--- src/rtl/irq_enable_pkg.sv ---
// Constants, register map and source layout for the enable register block.
// Assumes a single 25 MHz core clock and an Avalon-MM master on the bus.
//
// Notes on behaviour
// - Nonvolatile memory done request passes only while enable bit 12 is 1.
// - Serial transmitter request passes while bit 10 is 1, blocked at 0.
// - Output compare one request passes only while bit 2 is 1.
// - Input capture one request raises an interrupt only while bit 1 is set.
// - External interrupt zero request passes only while bit 0 is 1.
// - Every implemented enable bit: stored 1 enables, stored 0 disables.
// - Two-wire slave event request gated by bit 13, 1 enables.
package irq_enable_pkg;

	// ----------------------------------------------------------------
	// Register map (byte addresses, one aligned word each)
	// ----------------------------------------------------------------
	localparam logic [3:0] OFFS_ENABLE = 4'h0;
	localparam logic [3:0] OFFS_PENDING = 4'h4;
	localparam logic [3:0] OFFS_REQUEST = 4'h8;

	localparam int REG_WIDTH = 16;
	localparam logic [15:0] ENABLE_RESET = 16'h0000;
	// Bits 15 and 14 belong to the part of the register left out here
	localparam logic [15:0] IMPL_MASK = 16'h3fef;
	localparam logic [31:0] READ_UNMAPPED = 32'h0000_0000;

	// ----------------------------------------------------------------
	// Bit positions
	// ----------------------------------------------------------------
	localparam int BIT_TWOWIRE_SLAVE = 13;
	localparam int BIT_NONVOLATILE_DONE = 12;
	localparam int BIT_CONVERTER_DONE = 11;
	localparam int BIT_SERIAL_TX = 10;
	localparam int BIT_SERIAL_RX = 9;
	localparam int BIT_SYNC_SERIAL = 8;
	localparam int BIT_TIMER_THREE = 7;
	localparam int BIT_TIMER_TWO = 6;
	localparam int BIT_COMPARE_TWO = 5;
	localparam int BIT_UNUSED_FOUR = 4;
	localparam int BIT_TIMER_ONE = 3;
	localparam int BIT_COMPARE_ONE = 2;
	localparam int BIT_CAPTURE_ONE = 1;
	localparam int BIT_EXTERNAL_ZERO = 0;

	// One field per source, MSB first, matching the bit positions above
	typedef struct packed {
		logic unused_15;
		logic unused_14;
		logic twowire_slave;
		logic nonvolatile_done;
		logic converter_done;
		logic serial_tx;
		logic serial_rx;
		logic sync_serial;
		logic timer_three;
		logic timer_two;
		logic compare_two;
		logic unused_4;
		logic timer_one;
		logic compare_one;
		logic capture_one;
		logic external_zero;
	} source_vec_t;

endpackage : irq_enable_pkg

--- src/rtl/interrupt_enable_register_zero.sv ---
// Enable register zero of the interrupt controller with Avalon-MM slave.
// Assumes pending flags come from peripheral logic on core_clk and the
// gated requests go to the arbitration logic on the same clock.
//
// The address map and the Avalon-MM register port were left to the implementer.
`timescale 1ns/1ps
module interrupt_enable_register_zero (
	input wire logic core_clk,
	input wire logic rst,
	input wire logic [3:0] avs_address,
	input wire logic avs_read,
	input wire logic avs_write,
	input wire logic [31:0] avs_writedata,
	input wire logic [3:0] avs_byteenable,
	output logic [31:0] avs_readdata,
	output logic avs_waitrequest,
	input wire irq_enable_pkg::source_vec_t source_flag,
	output irq_enable_pkg::source_vec_t source_req
);

	// ----------------------------------------------------------------
	// Declarations
	// ----------------------------------------------------------------
	irq_enable_pkg::source_vec_t enable_q;
	irq_enable_pkg::source_vec_t enable_d;
	logic waitrequest_q;
	logic [31:0] readdata_q;
	logic [31:0] readdata_d;
	logic request;
	logic accept;
	logic ack;
	logic [15:0] req_vec;
	logic [15:0] enable_vec;

	assign request = avs_read | avs_write;
	// First edge of a request: data is prepared, wait drops
	assign accept = request & waitrequest_q;
	// Second edge: master samples wait low, write commits here
	assign ack = request & ~waitrequest_q;

	// ----------------------------------------------------------------
	// Bus handshake
	// ----------------------------------------------------------------
	// Fixed one wait state keeps read data off the combinational path
	always_ff @(posedge core_clk) begin
		if (rst) begin
			waitrequest_q <= 1'b1;
		end else if (accept) begin
			waitrequest_q <= 1'b0;
		end else begin
			waitrequest_q <= 1'b1;
		end
	end

	assign avs_waitrequest = waitrequest_q;

	// ----------------------------------------------------------------
	// Read path
	// ----------------------------------------------------------------
	always_comb begin
		readdata_d = irq_enable_pkg::READ_UNMAPPED;
		case (avs_address)
			irq_enable_pkg::OFFS_ENABLE: begin
				readdata_d = {16'h0000,
					16'(enable_q) & irq_enable_pkg::IMPL_MASK};
			end
			irq_enable_pkg::OFFS_PENDING: begin
				readdata_d = {16'h0000,
					16'(source_flag) & irq_enable_pkg::IMPL_MASK};
			end
			irq_enable_pkg::OFFS_REQUEST: begin
				readdata_d = {16'h0000, 16'(source_req)};
			end
			default: begin
				readdata_d = irq_enable_pkg::READ_UNMAPPED;
			end
		endcase
	end

	always_ff @(posedge core_clk) begin
		if (rst) begin
			readdata_q <= 32'h0000_0000;
		end else if (accept && avs_read) begin
			readdata_q <= readdata_d;
		end
	end

	assign avs_readdata = readdata_q;

	// ----------------------------------------------------------------
	// Enable register
	// ----------------------------------------------------------------
	always_comb begin
		enable_d = enable_q;
		if (avs_byteenable[0]) begin
			enable_d[7:0] = avs_writedata[7:0];
		end
		if (avs_byteenable[1]) begin
			enable_d[15:8] = avs_writedata[15:8];
		end
		// Unimplemented positions never store a one
		enable_d = irq_enable_pkg::source_vec_t'(16'(enable_d)
			& irq_enable_pkg::IMPL_MASK);
	end

	always_ff @(posedge core_clk) begin
		if (rst) begin
			enable_q <= irq_enable_pkg::source_vec_t'(
				irq_enable_pkg::ENABLE_RESET);
		end else if (ack && avs_write
			&& avs_address == irq_enable_pkg::OFFS_ENABLE) begin
			enable_q <= enable_d;
		end
	end

	// ----------------------------------------------------------------
	// Request gating
	// ----------------------------------------------------------------
	// One register stage: requests follow flags and enables by one cycle
	enable_gate #(
		.WIDTH(irq_enable_pkg::REG_WIDTH),
		.IMPL_MASK(irq_enable_pkg::IMPL_MASK)
	) u_gate (
		.core_clk(core_clk),
		.rst(rst),
		.flag(16'(source_flag)),
		.enable(16'(enable_q)),
		.req(req_vec)
	);

	assign source_req = irq_enable_pkg::source_vec_t'(req_vec);
	assign enable_vec = 16'(enable_q);

	// Same polarity at every implemented position
	for (genvar b = 0; b < irq_enable_pkg::REG_WIDTH; b++) begin : g_bit_chk
		if (irq_enable_pkg::IMPL_MASK[b]) begin : g_impl

		end
	end
endmodule : interrupt_enable_register_zero

--- src/rtl/enable_gate.sv ---
// Per-source AND of pending flag and enable bit, registered.
// Assumes flag and enable come from logic on the same clock.
`timescale 1ns/1ps
module enable_gate #(
	parameter int WIDTH = 16,
	parameter logic [WIDTH-1:0] IMPL_MASK = '1
) (
	input wire logic core_clk,
	input wire logic rst,
	input wire logic [WIDTH-1:0] flag,
	input wire logic [WIDTH-1:0] enable,
	output logic [WIDTH-1:0] req
);

	// ----------------------------------------------------------------
	// Gate per bit
	// ----------------------------------------------------------------
	for (genvar i = 0; i < WIDTH; i++) begin : g_bit
		always_ff @(posedge core_clk) begin
			if (rst) begin
				req[i] <= 1'b0;
			end else begin
				// Stored 1 passes, stored 0 blocks; unimplemented never pass
				req[i] <= flag[i] & enable[i] & IMPL_MASK[i];
			end
		end
	end

endmodule : enable_gate

--- config.mk ---
export PLATFORM = sky130hd
export DESIGN_NAME = interrupt_enable_register_zero
export DESIGN_NICKNAME = d
export VERILOG_FILES = /design/src/rtl/irq_enable_pkg.sv /design/src/rtl/interrupt_enable_register_zero.sv /design/src/rtl/enable_gate.sv
export SDC_FILE = /design/constraint.sdc
export NUM_CORES = 1
export LEC_CHECK = 0
export ABC_AREA = 1
export BUFFER_PORTS_ARGS = -buffer_cell sky130_fd_sc_hd__buf_2
export CAP_MARGIN = 20
export CORE_MARGIN = 8
export CORE_UTILIZATION = 45
export CTS_CLUSTER_SIZE = 8
export DETAILED_ROUTE_END_ITERATION = 10
export GPL_ROUTABILITY_DRIVEN = 0
export PLACE_DENSITY = 0.78
export SLEW_MARGIN = 40
export SYNTH_ARGS = -nofsm -noshare
export SYNTH_HDL_FRONTEND = slang
export SYNTH_SLANG_ARGS = --single-unit
--- constraint.sdc ---
create_clock -name core_clk -period 1.7 [get_ports core_clk]
set_input_delay 0.17 -clock core_clk [delete_from_list [all_inputs] [get_ports core_clk]]
set_output_delay 0.17 -clock core_clk [all_outputs]
set_load 0.01 [all_outputs]
Word level (Yosys, flattened, before mapping)
Cells that the tools add are included.

Register bits: 59. Bits of input ports: 60. Output and inout bits: 49. Logic and storage cells: 55.

Eq/ne operators: 2. Reductions and logical operators: 6. Bitwise logic cells: 17. Muxes and demuxes: 2.

Operators by type and width (number): one-hot mux 14 bit (3 select lines) (1); AND 1 bit (15); == test 4 x 3 -> 1 bit, second input constant (1); == test 4 bit, second input constant (1); logical NOT 4 bit (1); AND reduction 2 bit (2); logical AND 1 bit (3); 2-to-1 mux 1 bit (1); NOT 1 bit (1); OR 1 bit (1).

Logic depth before layout (Yosys ltp)
Gate-level depths: netlist of run 1.

Depth after elaboration: 5. Mapped depth: 7. Mapped depth without buffers: 7.

Modules after synthesis
From an unflattened synthesis of run 1, not the netlist that was laid out.

Cell total of the unflattened synthesis: 262. Area total of the unflattened synthesis: 1966.9 µm².

Modules (own cells, without submodules): interrupt_enable_register_zero (cells each 218, seq. area each 600.6 µm², instances 1, area each 1571.5 µm²); enable_gate (cells each 44, seq. area each 260.2 µm², instances 1, area each 395.4 µm²).

Worst setup path after synthesis of run 1
Ideal clock, no wire load.

Path type: register -> register. Start point: register waitrequest_q, in the netlist avs_waitrequest. End point: register readdata_q[1], in the netlist avs_readdata[1]. Period minus slack after synthesis: 1031 ps. Path buffers: 1. Setup slack: 669 ps. Arrival time: 965 ps. Cell stages (with the launch flop): 6. Required time: 1634 ps. Cells stage by stage: dfxtp_1 nand2_1 inv_1 buf_2 nand2_1 a21oi_2.

Word-level cells in the longest chain between the ends: 2.

Ends and longest elaborated chain: start: declaration (RTL line interrupt_enable_register_zero.sv:26) `logic waitrequest_q;`; start signal: assignment (RTL line interrupt_enable_register_zero.sv:47) `waitrequest_q <= 1'b1;`; start signal: assignment (RTL line interrupt_enable_register_zero.sv:49) `waitrequest_q <= 1'b0;`; start signal: assignment (RTL line interrupt_enable_register_zero.sv:51) `waitrequest_q <= 1'b1;`; AND 1 bit (RTL line interrupt_enable_register_zero.sv:37) `assign accept = request & waitrequest_q;`; logical AND 1 bit (RTL line interrupt_enable_register_zero.sv:83) `end else if (accept && avs_read) begin`; end signal: assignment (RTL line interrupt_enable_register_zero.sv:84) `readdata_q <= readdata_d;`; end: declaration (RTL line interrupt_enable_register_zero.sv:27) `logic [31:0] readdata_q;`.

No other way between the ends. A chain may end at the register's enable or synchronous reset.

Final worst setup path of run 1
Start point: register waitrequest_q, in the netlist avs_waitrequest. End point: register enable_q[3] in the netlist's numbering.

Word-level cells in the longest chain between the ends: 5.

Ends and longest elaborated chain: NOT 1 bit (RTL line interrupt_enable_register_zero.sv:39) `assign ack = request & ~waitrequest_q;`; AND 1 bit (RTL line interrupt_enable_register_zero.sv:39); logical AND 1 bit (RTL line interrupt_enable_register_zero.sv:110) `end else if (ack && avs_write`; logical AND 1 bit (RTL line interrupt_enable_register_zero.sv:111) `&& avs_address == irq_enable_pkg::OFFS_ENABLE) begin`; AND reduction 2 bit (no source line); end signal: assignment (RTL line interrupt_enable_register_zero.sv:108) `enable_q <= irq_enable_pkg::source_vec_t'(`; end signal: assignment (RTL line interrupt_enable_register_zero.sv:112) `enable_q <= enable_d;`; end: declaration (RTL line interrupt_enable_register_zero.sv:24) `irq_enable_pkg::source_vec_t enable_q;`.

No other way between the ends.

==> out/metrics.yaml, run 1 <==
status:
  outcome: "completed"
worst_hold_path:
  hold_class: "in2reg"
timing:
  finalSetupTns_ns: 0
  drv_slew: 0
  rsz0062_at_grt: "false"
  setup_viol: 0
  max_freq_mhz: 928
  slew_headroom: 0.640
  worst_pin_slew_ns: 0.539
  holdWs_ns: 0.0927
  timing.final.crit_period_ns: 1.08
  hold_viol: 0
  fin_worst_skew_ns: 0.00359
  finalCritPeriodShare: 0.634
clock_tree:
  numCtsBuffers: 5
  postCtsSetupBuffers: 0
  clockBufferDepth: 2
  htreeDepth: 2
  clockRootBuffer: "clkbuf_8"
  clkLatencyLatePin_ns: 0.29
  clk_pin_slew_worst_paths_ns: 0.07
  ctsResizeCount: 0
  cts_tree: "built"
  cts_hold_buf: 0
  clkSinkCount: 40
final_layout:
  final_cell_mix: "62 x buf_2, 52 x nand3_1, 42 x nand2_1, 40 x dfxtp_1, 39 x nor2_1"
  layout_commonest_cell: "buf_2"
  final_layout_size_suffix_gt1_frac: 0.295
  nets: 371
  insertedDiodeCount: 0
  final_util: 0.553
  syn_to_final_growth_pct: 18.3
  final_cells: 362
global_route:
  grtUsageTotal: 0.140
  antenna_found_initial: 0
  grt_max_degree: 21
  grt_overflow: 0
  grt_pass1_wl_microns: 7020
  first_global_vias: 1536
worst_setup_path:
  cp_data_required_time_ns: 1.89
  crit_arrival_ns: 1.26
  cp-end-kind: "register"
  crit_fanout: 8
  crit_type: "reg2reg"
  ff2ff_setup_slack_ns: 0.62
  critPathLaunchType: "register"
power:
  total_power_mw: 1.76
  clkPwrFrac: 0.363
  p_switching_mw: 0.427
  p_leak_nw: 1.01
  pwr-share-comb: 0.098
  pwr-share-seq: 0.539
  powerDensity_nw_per_um2: 801
  p_int_mw: 1.33
  power.share.switching: 0.243
  irDropWorstVdd_v: 0.000460
detailed_routing:
  route.vias.total: 1693
  wl_per_cell_microns: 12.5
  drt-total-wl_microns: 4510
  ant_nets: 0
  initialDrtViolationCount: 160
  drt_first_pass_iters: 4
  drc: 0
  vias_per_cell: 4.68
floorplan:
  dieArea_sq_um: 6430
  die_y_microns: 80.2
  initial_core_util: 0.467
  die_x_microns: 80.2
  io_pins: 109
  rows: 23
  core_area_sq_um: 3970
synth:
  ys_seq_elements: 40
  synth_cell_types: 19
  syn_area_sq_um: 1860
  ys_seq_area_frac: 0.432
  synthCells: 250
  yosys_warnings: 0
  synth_area_leaders: "dfxtp_1 43%, nand3_1 14%, buf_4 9.3%, nand2_1 8.5%, nor2_1 7.9%"
  yosysTopAreaCellShare: 0.432
  syn_avg_cell_area_sq_um: 7.42
  netlist.top_cell.by_area: "dfxtp_1"
placed_design:
  dp_cells: 354
  hpwl_microns: 3580
  io_buffers: 62
run:
  max_cap_violations: 0
[stage by stage]
stage	setup slack, ns	cell area [sq um]
after floorplan	0.669	1930
after global placement	0.447	2100
after detailed placement	0.400	2100
after CTS	0.595	2190
after global routing	0.452	2190
final	0.623	2190
[cells by family after synthesis]
family | after synthesis | synth area share
AND/OR/NAND/NOR | 140 | 0.330
AO/OA/AOI/OAI | 27 | 0.0883
flip-flops | 40 | 0.432
buffers and inverters | 42 | 0.148
other | 1 | 0.00202
[cell type report]
class                   count  area [sq um]
fillers                   416          1780
well taps                  50          62.6
repair buffers             68           355
clock buffers               8          90.1
flip-flops and latches     40           801
inverters                   7          26.3
multi-input cells         189           860
[power by group through the flow]
stage	combinational, mW	sequential, mW	clock [mW]
after floorplan	0.142	0.970	0
after global placement	0.169	0.968	0
after detailed placement	0.171	0.969	0
after CTS	0.171	0.947	0.654
after global routing	0.192	0.947	0.706
final	0.173	0.947	0.638
[state kept, by name, indices dropped and copies added (netlist names)]
register and flops:
avs_waitrequest 1, enable_q 13, avs_readdata 13, u_gate.req 13
[critical path: stages, from the launching register on]
cell     delay, ns
dfxtp_1       0.34
inv_1         0.06
nand2_1       0.05
nor2_2        0.15
nand2_2       0.11
o21ai_0       0.21
nor2_1        0.06
[synthesized netlist by cell type]
cell type / number
a21oi_2: 7
inv_1: 3
o211ai_1: 1
conb_1: 1
buf_2: 6
dfxtp_1: 40
nand2_1: 42
buf_1: 1
o21ai_0: 13
buf_6: 3
inv_2: 4
nand3_1: 52
clkbuf_1: 2
a21oi_1: 6
nand2_2: 2
nor2_1: 39
buf_4: 23
nor2_4: 1
nor2_2: 4
[final timing paths]
kind | cells after the start | startpoint | endpoint
max | 6 | avs_waitrequest | enable_q[3]
min | 2 | avs_write | avs_waitrequest
max reg2reg | 6 | avs_waitrequest | enable_q[3]
min reg2reg | 2 | enable_q[3] | u_gate.req[3]
[routing by layer]
metal | global-route usage | share of wire | up-vias
met5 | 0 | 0 | -
met4 | 0.0600 | 0.010 | 0
met3 | 0.0681 | 0.097 | 5
met2 | 0.215 | 0.46 | 67
met1 | 0.162 | 0.43 | 726
li1 | - | - | 895
Power figures use the tool's default switching activity.
==> run 2, diff against run 1 <==
- ABC_AREA: 1 -> 0
- CORE_UTILIZATION: 45 -> 42
- PLACE_DENSITY: 0.78 -> 0.75
- clock period: 1.7 -> 1.1 ns (I/O delays scaled with it)
==> out/metrics.yaml, run 2 <==
synth:
  synthAdderAreaFrac: 0  # unchanged
  muxShareOfSynthArea: 0.101  # was 0
  syn_avg_cell_area_sq_um: 9.48  # was 7.42 sq um
  synthCells: 183  # was 250
  synth-compound-area-share: 0.117  # was 0.0883
  async_reset_ff_frac: 0  # unchanged
  yosys.area_share.simple: 0.180  # was 0.330
  syn_area_sq_um: 1730  # was 1860 sq um
  synth_edf_count: 0  # unchanged
  post-synth-top-count-cell: "dfxtp_1"  # was nand3_1
  synth_top_family_by_area: "simple AND/OR/NAND/NOR gates"  # unchanged
  ys_seq_elements: 40  # unchanged
  ys_seq_area_frac: 0.462  # was 0.432
  synth_cell_types: 23  # was 19
  yosys_warnings: 0  # unchanged
  synth_top_flop_cell: "dfxtp_1"  # unchanged
  netlist_top_cells_count: "40 x dfxtp_1, 39 x nand2_1, 23 x buf_4, 13 x and3_1, 13 x mux2i_1"  # was 52 x nand3_1, 42 x nand2_1, 40 x dfxtp_1, 39 x nor2_1, 23 x buf_4
  synth_area_leaders: "dfxtp_1 46%, buf_4 10%, nand2_1 8.4%, mux2i_1 7.5%, a222oi_1 5.2%"  # was dfxtp_1 43%, nand3_1 14%, buf_4 9.3%, nand2_1 8.5%, nor2_1 7.9%
  synth_xor_area_frac: 0  # unchanged
  netlist.top_cell.by_area: "dfxtp_1"  # unchanged
  yosysTopAreaCellShare: 0.462  # was 0.432
clock_tree:
  postCtsSetupBuffers: 0  # unchanged
  cts_hold_buf: 0  # unchanged
  clockRootBuffer: "clkbuf_8"  # unchanged
  numCtsBuffers: 5  # unchanged
  cts_tree: "built"  # unchanged
  clockBufferDepth: 2  # unchanged
  htreeDepth: 2  # unchanged
  clk_pin_slew_worst_paths_ns: 0.08  # was 0.07 ns
  clkLatencyLatePin_ns: 0.29  # about the same
  clkSinkCount: 40  # unchanged
timing:
  hold_viol: 0  # unchanged
  setup_viol: 0  # unchanged
  rsz0062_at_grt: "false"  # unchanged
  max_freq_mhz: 969  # was 928 MHz
  worst_pin_slew_ns: 0.648  # was 0.539 ns
  drv_slew: 0  # unchanged
  fin_worst_skew_ns: 0.00609  # was 0.00359 ns
  slew_headroom: 0.567  # was 0.640
  finalCritPeriodShare: 0.938  # was 0.634
  setup_slack_ns: 0.0678  # was 0.623 ns
  timing.final.crit_period_ns: 1.03  # was 1.08 ns
power:
  irDropWorstVdd_v: 0.000541  # was 0.000460 V
  total_power_mw: 2.72  # was 1.76 mW
  p_leak_nw: 1.02  # was 1.01 nW
  powerDensity_nw_per_um2: 1260  # was 801 nW/um^2
worst_setup_path:
  worstSetupStartpoint: "avs_waitrequest"  # unchanged
  rr_startpoint: "avs_waitrequest"  # unchanged
  cp-end-kind: "register"  # unchanged
  ff2ff_setup_slack_ns: 0.07  # was 0.62 ns
  crit_fanout: 6  # was 8
  cp_data_required_time_ns: 1.32  # was 1.89 ns
  crit_type: "reg2reg"  # unchanged
  crit_arrival_ns: 1.25  # was 1.26 ns
  critPathLaunchType: "register"  # unchanged
final_layout:
  syn_to_final_growth_pct: 24.2  # was 18.3%
  final_layout_size_suffix_gt1_frac: 0.353  # was 0.295
  layout_commonest_cell: "buf_2"  # unchanged
  final_cells: 302  # was 362
  nets: 311  # was 371
  fin_area_sq_um: 2150  # was 2190 sq um
  final_cell_mix: "62 x buf_2, 39 x nand2_1, 39 x dfxtp_1, 22 x conb_1"  # was 62 x buf_2, 52 x nand3_1, 42 x nand2_1, 40 x dfxtp_1, 39 x nor2_1
  insertedDiodeCount: 0  # unchanged
placed_design:
  io_buffers: 62  # unchanged
  hpwl_microns: 3340  # was 3580 microns
  dp_slack_ns: -0.157  # was 0.400 ns
  dp_cells: 294  # was 354
  dpl_cell_area_sq_um: 2050  # was 2100 sq um
floorplan:
  dieArea_sq_um: 6440  # was 6430 sq um
  initial_core_util: 0.434  # was 0.467
  io_pins: 109  # unchanged
  rows: 23  # unchanged
  core_area_sq_um: 4000  # was 3970 sq um
  die_x_microns: 80.3  # was 80.2 microns
  die_y_microns: 80.3  # was 80.2 microns
global_route:
  antenna_found_initial: 0  # unchanged
  grtUsageTotal: 0.128  # was 0.140
  busiest_layer: "met2"  # unchanged
  gr-usage-met1: 0.150  # was 0.162
  grt_max_degree: 29  # was 21
  grt_pass1_wl_microns: 6690  # was 7020 microns
  use_met2: 0.206  # was 0.215
  grt_overflow: 0  # unchanged
  first_global_vias: 1485  # was 1536
  met3_usage: 0.0458  # was 0.0681
status:
  outcome: "completed"  # unchanged
detailed_routing:
  drt_first_pass_iters: 6  # was 4
  drt-total-wl_microns: 4220  # was 4510 microns
  initialDrtViolationCount: 139  # was 160
  ant_nets: 0  # unchanged
  vias_per_cell: 4.94  # was 4.68
  drc: 0  # unchanged
  route.vias.total: 1492  # was 1693
  wl_per_cell_microns: 14.0  # was 12.5 microns
run:
  max_cap_violations: 0  # unchanged
worst_hold_path:
  worstHoldStart: "avs_write"  # unchanged
  hold_class: "in2reg"  # unchanged
[run 2: power by group]
group	switching [mW]	leakage, nW	total, mW	internal [mW]
registers	0.00633	0.322	1.46	1.45
clock network	0.510	0.0434	1.02	0.507
logic	0.146	0.657	0.246	0.100
total	0.662	1.02	2.72	2.06
[run 2: stage by stage]
stage | util | setup TNS (ns) | hold WS [ns]
after floorplan | - | 0 | 0.226
after global placement | 0.513 | -2.52 | 0.333
after detailed placement | 0.513 | -3.06 | 0.343
after CTS | 0.537 | 0 | 0.0286
after global routing | 0.539 | 0 | 0.0396
final | 0.539 | 0 | 0.0241
[run 2: final cells by class]
cell class / instances / area (sq um)
clock buffers: 6 / 82.6
repair buffers: 74 / 417
fillers: 397 / 1850
well taps: 50 / 62.6
multi-input cells: 129 / 772
clock inverters: 2 / 15.0
inverters: 1 / 3.75
flip-flops and latches: 40 / 802
[run 2: cells by family (layout without fill, tap and decap cells)]
group	Yosys count	count (layout)
buffers and inverters	35	83
DFF	40	40
other	1	22
muxes	17	17
and+or+nand+nor	61	61
AOI/OAI and AO/OA	29	29
[run 2: critical path: stages, from the launching register on]
cell     delay [ns]
dfxtp_2        0.35
and4b_1        0.29
buf_4          0.15
mux2i_1        0.17
[run 2: what timing repair did]
action                                  in CTS  in global routing
endpoints found under the setup margin       0                  4
hold endpoints to repair                     0                  0
resized for setup                            0                  2
[run 2: metal layers]
layer  up-vias  wire length, microns
li1        734                     -
met1       676                  1810
met2        74                  1960
met3         8                   393
met4         0                    62
met5         -                     0
[run 2: worst paths after layout]
| kind | to | cells past startpoint |
|---|---|---|
| max | enable_q[6] | 3 |
| min | avs_waitrequest | 2 |
| max reg2reg | enable_q[6] | 3 |
| min reg2reg | avs_readdata[6] | 2 |
==> run 3, diff against run 2 <==
- CORE_ASPECT_RATIO: unset -> 1.2
==> out/metrics.yaml, run 3 (synthesized netlist as in run 2, its figures left out) <==
status:
  outcome: "completed"  # unchanged
clock_tree:
  clockBufferDepth: 2  # unchanged
  clkSinkCount: 40  # unchanged
  numCtsBuffers: 5  # unchanged
  cts_tree: "built"  # unchanged
  clk_pin_slew_worst_paths_ns: 0.07  # was 0.08 ns
  htreeDepth: 2  # unchanged
  clockRootBuffer: "clkbuf_8"  # unchanged
  clkLatencyLatePin_ns: 0.30  # was 0.29 ns
global_route:
  busiest_layer: "met2"  # unchanged
  gr-usage-met1: 0.157  # was 0.150
  grt_overflow: 0  # unchanged
  grt_pass1_wl_microns: 6870  # was 6690 microns
  first_global_vias: 1486  # was 1485
  grt_max_degree: 19  # was 29
  antenna_found_initial: 0  # unchanged
  grtUsageTotal: 0.138  # was 0.128
  met3_usage: 0.0485  # was 0.0458
  use_met2: 0.215  # was 0.206
worst_setup_path:
  slowest_delay_ns: 0.35  # about the same
  crit_slowest_cell: "dfxtp_2"  # unchanged
  critPathLaunchType: "register"  # unchanged
  crit_arrival_ns: 1.28  # was 1.25 ns
  crit_type: "reg2reg"  # unchanged
  crit_fanout: 6  # unchanged
  path_cells: "and4b_1 > buf_4 > mux2i_1"  # unchanged
  cp-end-kind: "register"  # unchanged
  cp_data_required_time_ns: 1.32  # about the same
timing:
  worst_pin_slew_ns: 0.605  # was 0.648 ns
  finalCritPeriodShare: 0.969  # was 0.938
  setup_viol: 0  # unchanged
  fin_worst_skew_ns: 0.00469  # was 0.00609 ns
  hold_viol: 0  # unchanged
  timing.final.crit_period_ns: 1.07  # was 1.03 ns
  holdWs_ns: 0.0246  # was 0.0241 ns
  slew_headroom: 0.596  # was 0.567
  rsz0062_at_grt: "false"  # unchanged
  max_freq_mhz: 938  # was 969 MHz
  drv_slew: 0  # unchanged
  setup_slack_ns: 0.0342  # was 0.0678 ns
detailed_routing:
  drt-total-wl_microns: 4310  # was 4220 microns
  drc: 0  # unchanged
  ant_nets: 0  # unchanged
  drt_first_pass_iters: 4  # was 6
  initialDrtViolationCount: 135  # was 139
  wl_per_cell_microns: 13.8  # was 14.0 microns
  vias_per_cell: 4.80  # was 4.94
  route.vias.total: 1492  # unchanged
floorplan:
  rows: 25  # was 23
  initial_core_util: 0.440  # was 0.434
  dieArea_sq_um: 6450  # was 6440 sq um
  die_x_microns: 74.7  # was 80.3 microns
  io_pins: 109  # unchanged
  die_y_microns: 86.4  # was 80.3 microns
  core_area_sq_um: 3940  # was 4000 sq um
power:
  p_leak_nw: 1.06  # was 1.02 nW
  irDropWorstVdd_v: 0.000738  # was 0.000541 V
  total_power_mw: 2.96  # was 2.72 mW
  powerDensity_nw_per_um2: 1340  # was 1260 nW/um^2
final_layout:
  nets: 316  # was 311
  final_layout_size_suffix_gt1_frac: 0.366  # was 0.353
  syn_to_final_growth_pct: 27.1  # was 24.2%
  final_cell_mix: "62 x buf_2, 39 x nand2_1, 39 x dfxtp_1, 22 x conb_1, 17 x buf_4"  # was 62 x buf_2, 39 x nand2_1, 39 x dfxtp_1, 22 x conb_1
  insertedDiodeCount: 0  # unchanged
  layout_commonest_cell: "buf_2"  # unchanged
placed_design:
  dp_slack_ns: -0.225  # was -0.157 ns
  io_buffers: 62  # unchanged
  hpwl_microns: 3540  # was 3340 microns
run:
  max_cap_violations: 0  # unchanged
worst_hold_path:
  hold_class: "in2reg"  # unchanged
==> run 3: cell types whose count changed in the layout (fill, tap and decap cells not counted), sizes merged <==
| cell | delta |
|---|---|
| clkinv | +1 |
| buf | +5 |
| clkinvlp | -2 |
| bufinv | +1 |
==> run 3: layout make-up <==
type	instances	area [sq um]
clock buffer	6	82.6
tap	54	67.6
timing repair buffer	79	438
sequential	40	802
multi-input combinational	129	772
clock inverter	2	38.8
fill	384	1740
inverter	1	3.75
==> run 3: per-layer routing <==
layer,wire length [microns],up-vias
met5,0,-
met4,83,0
met3,385,8
met2,2060,56
met1,1780,684
li1,-,744
==> run 3: worst max-delay path: cells and delay by family, from the launching register on <==
| family | cells | cell delay, ns |
|---|---|---|
| multiplexers | 1 | 0.21 |
| buffers and inverters | 1 | 0.15 |
| flip-flops | 1 | 0.35 |
| AND/OR/NAND/NOR | 1 | 0.27 |
==> run 3: per-stage QoR <==
step	utilization	setup TNS (ns)	area, sq um	std cells
after global routing	0.559	0	2200	311
after detailed placement	0.528	-3.59	2080	303
after floorplan	-	0	1810	204
after CTS	0.559	0	2200	311
final	0.559	0	2200	311
after global placement	0.528	-2.88	2080	303
==> run 3: path summary, 6_finish.rpt <==
kind	from	endpoint	slack [ns]	cells after the start
worst max-delay path	avs_waitrequest	enable_q[2]	0.03	3
worst min-delay path	avs_write	avs_waitrequest	0.02	2
worst max register to register	avs_waitrequest	enable_q[2]	0.03	3
worst min register to register	avs_readdata[0]	avs_readdata[0]	0.45	2
==> run 3: what timing repair did <==
| action | 4_1_cts | 5_1_grt |
|---|---|---|
| hold buffers | 0 | 0 |
| setup buffers | 0 | 0 |
| endpoints found under the setup margin | 0 | 2 |
| gates resized for setup | 0 | 1 |
==> run 3: where the power goes <==
part           leakage, nW  switching, mW  total (mW)  internal (mW)
clock network       0.0614          0.510        1.25          0.741
registers            0.322        0.00623        1.46           1.45
logic                0.675          0.147       0.251          0.104
total                 1.06          0.664        2.96           2.30
